--- config.mk ---
export PLATFORM = sky130hd
export DESIGN_NAME = ces_status_unit
export DESIGN_NICKNAME = d
export VERILOG_FILES = /design/src/common/ces_pkg.sv /design/src/logic/ces_status_unit.sv /design/src/logic/ces_clamp.sv
export SDC_FILE = /design/constraint.sdc
export NUM_CORES = 1
export LEC_CHECK = 0
export BUFFER_PORTS_ARGS = -buffer_cell sky130_fd_sc_hd__buf_4
export CORE_MARGIN = 2
export CORE_UTILIZATION = 35
export DETAILED_ROUTE_END_ITERATION = 7
export HOLD_SLACK_MARGIN = 0.02
export PLACE_DENSITY = 0.68
export SETUP_SLACK_MARGIN = 0.05
export SKIP_LAST_GASP = 1
export SYNTH_ARGS = -nofsm -noshare
export SYNTH_HDL_FRONTEND = slang
export SYNTH_SLANG_ARGS = --single-unit
--- constraint.sdc ---
create_clock -name SYS_CLK -period 5.3 [get_ports SYS_CLK]
set_input_delay 0.53 -clock SYS_CLK [delete_from_list [all_inputs] [get_ports SYS_CLK]]
set_output_delay 0.53 -clock SYS_CLK [all_outputs]
set_load 0.02 [all_outputs]
--- src/common/ces_pkg.sv ---
// Shared constants and types for the CPU status and exception unit
package ces_pkg;

	// System register slot numbers
	localparam logic [4:0] SLOT_IRQ_PC = 5'h00;
	localparam logic [4:0] SLOT_IRQ_ST = 5'h01;
	localparam logic [4:0] SLOT_NMI_PC = 5'h02;
	localparam logic [4:0] SLOT_NMI_ST = 5'h03;
	localparam logic [4:0] SLOT_CAUSE = 5'h04;
	localparam logic [4:0] SLOT_STW = 5'h05;

	// Valid widths of saved program counter and saved status
	localparam int PC_W = 26;
	localparam int ST_W = 8;

	// Status word flag positions
	localparam int POS_NMI_ACTIVE = 7;
	localparam int POS_TRAP_ACTIVE = 6;
	localparam int POS_IRQ_BLOCK = 5;
	localparam int POS_CLAMP_STICKY = 4;
	localparam int POS_CARRY = 3;
	localparam int POS_RANGE = 2;
	localparam int POS_NEGATIVE = 1;
	localparam int POS_NULL = 0;

	// Status word reset value, low byte of 32'h00000020
	localparam logic [7:0] STW_RESET = 8'h20;

	// Clamped results of a saturating operation
	localparam logic [31:0] CLAMP_POS_MAX = 32'h7fffffff;
	localparam logic [31:0] CLAMP_NEG_MAX = 32'h80000000;

	typedef struct packed {
		logic nmi_active;
		logic trap_active;
		logic irq_block;
		logic clamp_sticky;
		logic carry;
		logic range_exceeded;
		logic negative;
		logic null_result;
	} ces_stw_s;

	// One action per cycle, in priority order
	typedef enum logic [2:0] {
		EV_NONE,
		EV_NMI,
		EV_TRAP,
		EV_IRQ,
		EV_RET,
		EV_LOAD,
		EV_FLAGS
	} ces_evt_e;

endpackage

--- src/logic/ces_status_unit.sv ---
// Status saving registers, exception cause and program status word
`timescale 1ns/1ps
// Operation
// [RL1] Exception or maskable ack saves irq pair
// [RL2] NMI ack saves NMI pair only
// [RL3] Saved address is next instruction address
// [RL4] Irq pair upper bits always zero
// [RL5] NMI pair upper bits always zero
// [RL6] Return restores from irq pair
// [RL7] Return after NMI restores NMI pair
// [RL8] NMI active flag selects return pair
// [RL9] Record cause code; cause ignores writes
// [RL10] Status word write effective next instruction
// [RL11] Writing block flag stops ack meanwhile
// [RL12] Status word resets to 20h, upper zero
// [RL13] NMI ack sets flag, blocks nesting
// [RL14] Exception sets trap flag, acks continue
// [RL15] Block flag one masks maskable interrupts
// [RL16] Clamp flag sticky, cleared only by write; a return also restores it from the saved pair
// [RL17] Carry, overflow, negative follow last operation
// [RL18] Null flag marks zero result
// [RL19] Clamp flag set only with overflow
// [RL20] Positive overflow gives largest positive word
// [RL21] Negative overflow gives 80000000h
// [RL22] No overflow passes result, keeps clamp
// [RL23] Registers readable at slots zero to five
// [RL24] Maskable ack sets interrupt block flag
module ces_status_unit #(
	parameter int CODE_W = 16
) (
	input wire logic SYS_CLK, // CPU clock
	input wire logic RESET, // Synchronous reset
	input wire logic [31:0] NEXT_PC, // Address after current instruction
	input wire logic DEFER_ACK, // Current instruction defers acks
	input wire logic TRAP_REQ, // Software exception pulse
	input wire logic [CODE_W-1:0] TRAP_CODE, // Exception code
	input wire logic IRQ_REQ, // Maskable request level
	input wire logic [CODE_W-1:0] IRQ_CODE, // Maskable code
	input wire logic NMI_REQ, // Non-maskable request level
	input wire logic [CODE_W-1:0] NMI_CODE, // NMI code
	input wire logic RET_EXEC, // Return from interrupt pulse
	input wire logic SR_WE, // System register load
	input wire logic [4:0] SR_WNUM, // Load slot
	input wire logic [31:0] SR_WDATA, // Load data
	input wire logic [4:0] SR_RNUM, // Store slot
	input wire logic ALU_WE, // Arithmetic flag update
	input wire logic ALU_CY, // Carry or borrow
	input wire logic ALU_OV, // Overflow
	input wire logic ALU_NEG, // Negative result
	input wire logic ALU_ZERO, // Zero result
	input wire logic CLAMP_WE, // Saturating operation
	input wire logic CLAMP_CY, // Its carry
	input wire logic [32:0] CLAMP_SUM, // Its exact result
	output logic IRQ_ACK, // Maskable acknowledged
	output logic NMI_ACK, // NMI acknowledged
	output logic RESUME_VALID, // Return target valid
	output logic [31:0] RESUME_PC, // Return target
	output logic [31:0] SR_RDATA, // Store data
	output logic [31:0] CLAMP_RESULT, // Saturated result
	output logic [31:0] STATUS_WORD // Program status word
);
	if (CODE_W < 1 || CODE_W > 31)
	begin : g_bad_code_w
		$error("CODE_W must be 1 to 31");
	end

	ces_pkg::ces_stw_s stw_q, stw_d;
	logic [ces_pkg::PC_W-1:0] irq_pc_q, irq_pc_d, nmi_pc_q, nmi_pc_d;
	logic [ces_pkg::ST_W-1:0] irq_st_q, irq_st_d, nmi_st_q, nmi_st_d;
	logic [31:0] cause_q, cause_d;
	logic [31:0] rd_d;
	logic [31:0] clamp_res;
	logic clamp_ov, clamp_neg, clamp_zero;
	logic irq_ack_q, nmi_ack_q, ret_vld_q;
	logic [31:0] ret_pc_q, rd_q, clamp_res_q;
	ces_pkg::ces_evt_e evt;

	function automatic logic load_hit(input ces_pkg::ces_evt_e e, input logic [4:0] num,
		input logic [4:0] slot);
		return (e == ces_pkg::EV_LOAD) && (num == slot);
	endfunction

	function automatic logic [31:0] code_ext(input logic [CODE_W-1:0] code);
		return {{(32-CODE_W){1'b0}}, code};
	endfunction

	ces_clamp u_clamp (
		.sum(CLAMP_SUM),
		.result(clamp_res),
		.over(clamp_ov),
		.neg(clamp_neg),
		.zero(clamp_zero)
	);

	// A load that sets the block flag shuts out the maskable ack at once
	wire load_blocks = SR_WE && (SR_WNUM == ces_pkg::SLOT_STW) &&
		SR_WDATA[ces_pkg::POS_IRQ_BLOCK]; // [RL11]
	wire nmi_ok = NMI_REQ && !stw_q.nmi_active && !DEFER_ACK; // [RL13] [RL3]
	wire irq_ok = IRQ_REQ && !stw_q.irq_block && !stw_q.nmi_active && // [RL15] [RL13]
		!DEFER_ACK && !load_blocks; // [RL3] [RL11]
	wire trap_take = (evt == ces_pkg::EV_TRAP);
	wire irq_take = (evt == ces_pkg::EV_IRQ);
	wire nmi_take = (evt == ces_pkg::EV_NMI);
	wire ret_take = (evt == ces_pkg::EV_RET);

	// Trap flag is deliberately not a term of irq_ok
	assign evt = nmi_ok ? ces_pkg::EV_NMI : // [RL14]
		TRAP_REQ ? ces_pkg::EV_TRAP :
		irq_ok ? ces_pkg::EV_IRQ :
		RET_EXEC ? ces_pkg::EV_RET :
		SR_WE ? ces_pkg::EV_LOAD :
		(CLAMP_WE || ALU_WE) ? ces_pkg::EV_FLAGS :
		ces_pkg::EV_NONE;

	// Saved pairs keep only their valid bits, so the rest reads zero
	assign irq_pc_d = (trap_take || irq_take) ? NEXT_PC[ces_pkg::PC_W-1:0] : // [RL1] [RL3]
		load_hit(evt, SR_WNUM, ces_pkg::SLOT_IRQ_PC) ? SR_WDATA[ces_pkg::PC_W-1:0] :
		irq_pc_q; // [RL4]
	assign irq_st_d = (trap_take || irq_take) ? stw_q : // [RL1]
		load_hit(evt, SR_WNUM, ces_pkg::SLOT_IRQ_ST) ? SR_WDATA[ces_pkg::ST_W-1:0] :
		irq_st_q; // [RL4]
	assign nmi_pc_d = nmi_take ? NEXT_PC[ces_pkg::PC_W-1:0] : // [RL2] [RL3]
		load_hit(evt, SR_WNUM, ces_pkg::SLOT_NMI_PC) ? SR_WDATA[ces_pkg::PC_W-1:0] :
		nmi_pc_q; // [RL5]
	assign nmi_st_d = nmi_take ? stw_q : // [RL2]
		load_hit(evt, SR_WNUM, ces_pkg::SLOT_NMI_ST) ? SR_WDATA[ces_pkg::ST_W-1:0] :
		nmi_st_q; // [RL5]

	// Cause slot has no load path at all
	assign cause_d = nmi_take ? code_ext(NMI_CODE) : // [RL9]
		trap_take ? code_ext(TRAP_CODE) :
		irq_take ? code_ext(IRQ_CODE) :
		cause_q;

	always_comb
	begin
		stw_d = stw_q;
		unique case (evt)
			ces_pkg::EV_NMI:
			begin
				stw_d.nmi_active = 1'b1; // [RL13]
				stw_d.irq_block = 1'b1;
			end
			ces_pkg::EV_TRAP:
			begin
				stw_d.trap_active = 1'b1; // [RL14]
			end
			ces_pkg::EV_IRQ:
			begin
				stw_d.irq_block = 1'b1; // [RL24]
			end
			ces_pkg::EV_RET:
			begin
				stw_d = stw_q.nmi_active ? nmi_st_q : irq_st_q; // [RL6] [RL7] [RL8]
			end
			ces_pkg::EV_LOAD:
			begin
				if (SR_WNUM == ces_pkg::SLOT_STW)
				begin
					stw_d = SR_WDATA[ces_pkg::ST_W-1:0]; // [RL10] [RL16]
				end
			end
			ces_pkg::EV_FLAGS:
			begin
				if (CLAMP_WE)
				begin
					stw_d.carry = CLAMP_CY;
					stw_d.range_exceeded = clamp_ov; // [RL20] [RL21] [RL22]
					stw_d.negative = clamp_neg;
					stw_d.null_result = clamp_zero;
					stw_d.clamp_sticky = stw_q.clamp_sticky | clamp_ov; // [RL16] [RL19]
				end
				else
				begin
					stw_d.carry = ALU_CY; // [RL17]
					stw_d.range_exceeded = ALU_OV; // [RL17]
					stw_d.negative = ALU_NEG; // [RL17]
					stw_d.null_result = ALU_ZERO; // [RL18]
				end
			end
			ces_pkg::EV_NONE:
			begin
				stw_d = stw_q;
			end
		endcase
	end

	// Store path; reserved slots read as zero
	always_comb
	begin
		rd_d = 32'h00000000;
		case (SR_RNUM)
			ces_pkg::SLOT_IRQ_PC: rd_d = {6'h00, irq_pc_q}; // [RL23] [RL4]
			ces_pkg::SLOT_IRQ_ST: rd_d = {24'h000000, irq_st_q}; // [RL23] [RL4]
			ces_pkg::SLOT_NMI_PC: rd_d = {6'h00, nmi_pc_q}; // [RL23] [RL5]
			ces_pkg::SLOT_NMI_ST: rd_d = {24'h000000, nmi_st_q}; // [RL23] [RL5]
			ces_pkg::SLOT_CAUSE: rd_d = cause_q; // [RL23]
			ces_pkg::SLOT_STW: rd_d = {24'h000000, stw_q}; // [RL23] [RL12]
			default: rd_d = 32'h00000000;
		endcase
	end

	always_ff @(posedge SYS_CLK)
	begin
		if (RESET)
		begin
			stw_q <= ces_pkg::STW_RESET; // [RL12]
			irq_pc_q <= '0;
			irq_st_q <= '0;
			nmi_pc_q <= '0;
			nmi_st_q <= '0;
			cause_q <= 32'h00000000;
		end
		else
		begin
			stw_q <= stw_d;
			irq_pc_q <= irq_pc_d;
			irq_st_q <= irq_st_d;
			nmi_pc_q <= nmi_pc_d;
			nmi_st_q <= nmi_st_d;
			cause_q <= cause_d;
		end
	end

	// Bit 0 of the target is dropped; code always lives on even addresses
	always_ff @(posedge SYS_CLK)
	begin
		if (RESET)
		begin
			irq_ack_q <= 1'b0;
			nmi_ack_q <= 1'b0;
			ret_vld_q <= 1'b0;
			ret_pc_q <= 32'h00000000;
			rd_q <= 32'h00000000;
			clamp_res_q <= 32'h00000000;
		end
		else
		begin
			irq_ack_q <= irq_take;
			nmi_ack_q <= nmi_take;
			ret_vld_q <= ret_take;
			if (ret_take)
			begin
				ret_pc_q <= stw_q.nmi_active ? {6'h00, nmi_pc_q[25:1], 1'b0} : // [RL7] [RL8]
					{6'h00, irq_pc_q[25:1], 1'b0}; // [RL6]
			end
			rd_q <= rd_d;
			if (CLAMP_WE)
			begin
				clamp_res_q <= clamp_res; // [RL20] [RL21] [RL22]
			end
		end
	end

	assign IRQ_ACK = irq_ack_q;
	assign NMI_ACK = nmi_ack_q;
	assign RESUME_VALID = ret_vld_q;
	assign RESUME_PC = ret_pc_q;
	assign SR_RDATA = rd_q;
	assign CLAMP_RESULT = clamp_res_q;
	assign STATUS_WORD = {24'h000000, stw_q};
endmodule // ces_status_unit

--- src/logic/ces_clamp.sv ---
// Saturation encoder for a 33-bit exact signed result
`timescale 1ns/1ps
module ces_clamp (
	input wire logic [32:0] sum, // Exact signed result
	output logic [31:0] result, // Clamped word
	output logic over, // Limit exceeded
	output logic neg, // Sign of clamped word
	output logic zero // Clamped word is zero
);
	// Sign bits disagree exactly when 32 bits cannot hold the value
	assign over = sum[32] ^ sum[31]; // [RL19]
	assign neg = over ? sum[32] : sum[31]; // [RL20] [RL21] [RL22]
	assign result = !over ? sum[31:0] : // [RL22]
		(sum[32] ? ces_pkg::CLAMP_NEG_MAX : ces_pkg::CLAMP_POS_MAX); // [RL20] [RL21]
	assign zero = (result == 32'h00000000);
endmodule // ces_clamp

==> flow_summary.yaml <==
synth:
  post_synth_mux_area_share_pct: 5.686
  synth_top_area_cell: "dfxtp_1"
  synth.cell_area_um2: 8449
  post-synth-top-count-cell: "dfxtp_1"
  ys_top_cells_by_area: "dfxtp_1, a211oi_1, nor2_1"
  yosysSeqAreaShare_pct: 42.17
  synth.ff_latch_count: 178
  post_synth_xor_area_fraction_pct: 0
  synth_edf_count: 0
  synthesis_warning_total: 0
  synthArstFlopShare_pct: 0
  synth_top_family_by_area: "compound AO/OA/AOI/OAI gates"
  synth-adder-area-share_pct: 0.2962
  ys.flop_type: "dfxtp_1"
  synth.avg_cell_area_um2: 8.284
  syn-instance-count: 1020
  synth-simple-area-share_pct: 18.02
  netlist_top_cells_count: "dfxtp_1, nor2_1, nand2_1"
  synth_largest_type_area_fraction_pct: 42.17
  synth_compound_gate_area_share_pct: 25.75
  synth.distinct_cells: 58
clock_network:
  path_clk_slew_ns: 0.08
  clock_latency_ns: 0.42
  numClockSinks: 178
  cts_made_buffers: 17
  cts.hold.buffers_added: 0
  clock_path_buffers: 2
  cts_repair_resize_count: 0
  post_cts_buffers: 0
  htreeDepth: 4
  cts_tree: "built"
  ctsRootBufferMaster: "clkbuf_16"
route:
  drt-vias-per-instance: 5.395
  first_iter_violations: 635
  drt_pass1_iterations: 5
  route.vias.total: 8352
  drcViolationCount: 0
  wl_mm: 28.11
  drt.antenna.violating_nets: 0
  post_drt_wl_per_cell_um: 18.16
global_route:
  grt_util_all_layers_pct: 21.49
  grt_start_max_net_pins: 98
  first_global_vias: 7809
  grt_first_pass_wirelength_mm: 43.75
  grt.overflow.total: 0
  number_of_antenna_violations_at_the_first_check_in_global_routing: 0
setup_path:
  critical_path.endpoint_type: "register"
  worst-endpoint-arrival_ns: 3.56
  worstPathRequired_ns: 5.63
  worstSetupStartpoint: "STATUS_WORD[5]"
  timing.reg2reg.worst_path_depth: 7
  cp_num_buf_inv: 1
  critPathMaxFanout: 21
  type_of_the_setup_path_with_the_least_slack: "register to register"
  critical_path.reg2reg.endpoint: "nmi_pc_q[23]"
  crit_path_cell_trace: "nor4b_1 -> o21a_1 -> nor4b_4 -> nand2b_1 -> buf_4 -> nand2_1 -> a311oi_1"
  r2r-start: "STATUS_WORD[5]"
  max_stage_delay_ns: 0.83
  worstSetupStartpointType: "register"
  critical-path-top-delay-family: "simple AND/OR/NAND/NOR gates"
  critical_path.slowest_cell: "nand2b_1"
  r2r_setup_slack_ns: 2.07
power_and_ir_drop:
  p_seq_share_pct: 45.1
  cellLeakagePower_nw: 4.290
  pint_w: 0.002307
  cellPowerDensity_nw_per_um2: 303.5
  power_frac_comb_pct: 18.3
  ir_drop_worst_vdd_v: 0.0001962
  switching_share_pct: 30.52
  p_sw_w: 0.001013
  clock_power_share_pct: 36.6
timing:
  final.hold.worst_slack_ns: 0.3511
  final_min_period_over_clock_period_pct: 61.02
  final.setup.tns_ns: 0
  report.final.slew_viol_count: 0
  timing.clock.skew_ns: 0.01292
  finalHoldViolations: 0
  max_freq_ghz: 0.3092
  timing_worst_slew_pin_value_ns: 1.198
  rsz0062_at_grt: "no"
  setup_viol: 0
  final_period_minus_worst_setup_slack_ns: 3.234
  relSlewSlack_pct: 20.06
layout:
  num_antenna_cells: 0
  final_cells: 1548
  design.final.nets: 1388
  final_util_pct: 46.32
  layout-drive-gt1-share_pct: 25.55
  area_growth_pct: 29.45
  post-route-cell-area_um2: 10940
worst_hold_path:
  critical_hold_path_startpoint: "NMI_CODE[13]"
  worstHoldPathType: "input pin to register"
  hold-path-cell-count: 3
  whs_endpoint: "cause_q[13]"
floorplanning:
  io_pins: 301
  core.rowCount: 56
  dieHeight_um: 159.4
  start_util_pct: 35.78
  die_width_um: 159.4
  core_area_um2: 23610
  floorplan.die_area_um2: 25400
run:
  max_cap_violations: 0
run_status:
  status: "complete, no violations"
place:
  place.detailed.hpwl_mm: 19.10
  numPlacedInstances: 1516
  gp_routability_congestion: 0.8386
  port-buffer-count: 251
  dpl_cell_area_um2: 10370
worst min-delay path, delay by kind of cell:
| family | cells | cell delay, ns |
|---|---|---|
| compound gates | 1 | 0.05 |
| buf+inv | 1 | 0.11 |
| simple gates | 1 | 0.05 |
worst max path at each step:
stage | end | slack, ns | depth (start not counted)
finish | nmi_pc_q[23] | 2.07 | 7
floorplan | irq_st_q[7] | 3.06 | 8
global placement | irq_pc_q[12] | 1.96 | 6
CTS | nmi_pc_q[23] | 2.14 | 7
global route | nmi_pc_q[23] | 1.87 | 7
detailed placement | irq_pc_q[16] | 1.87 | 6
placed cells by master, fill, tap and decap left out, types with 9 or more instances in the layout:
cell,synthesis,routed
nor4_1,13,12
clkbuf_16,0,17
o21ai_0,15,15
a31oi_1,12,12
o211ai_1,16,16
conb_1,1,37
nand2_1,135,135
nand3_1,9,9
a311oi_1,27,27
a211oi_1,82,82
dfxtp_1,178,177
nor3_1,9,9
mux2i_1,48,48
nor2_1,138,137
a22oi_1,48,48
a21oi_1,96,96
buf_4,41,266
cells by family after synthesis:
family	after synthesis
AOI/OAI and AO/OA	320
DFF	178
other	1
adders and majority gates	2
muxes	48
and+or+nand+nor	341
buffers and inverters	130
per-stage QoR:
step | setup slack [ns] | power [W]
floorplan | 3.059 | 0.001884
global placement | 1.956 | 0.002121
detailed placement | 1.867 | 0.002131
CTS | 2.142 | 0.003343
global route | 1.869 | 0.003470
finish | 2.066 | 0.003320
layout make-up:
class / instances / area, um2
timing repair buffer: 266 / 1997
sequential: 178 / 3565
multi-input combinational: 748 / 4388
clock buffer: 18 / 429.2
inverter: 5 / 18.77
tap: 319 / 399.1
clock inverter: 14 / 141.4
fill: 2352 / 12670
registers in the layout, summed over array words and instances (netlist names):
register	flops
CLAMP_RESULT	32
SR_RDATA	26
irq_pc_q	26
nmi_pc_q	26
RESUME_PC	25
cause_q	16
STATUS_WORD	8
irq_st_q	8
nmi_st_q	8
IRQ_ACK	1
NMI_ACK	1
RESUME_VALID	1
metal layers:
layer	vias to the layer above	share of wire, %	global-route usage, %
met5	-	0	0
met4	0	1.9	6.818
met3	34	6.3	3.855
met2	368	46	33.62
met1	3911	46	30.05
li1	4039	-	-
power groups by stage:
stage / sequential, W / combinational (W) / clock (W)
finish: 0.00150 / 0.000609 / 0.00122
global route: 0.00151 / 0.000664 / 0.00130
CTS: 0.00149 / 0.000608 / 0.00124
detailed placement: 0.00152 / 0.000606 / 0
global placement: 0.00152 / 0.000598 / 0
floorplan: 0.00156 / 0.000329 / 0
(Power assumes the default switching activity.)
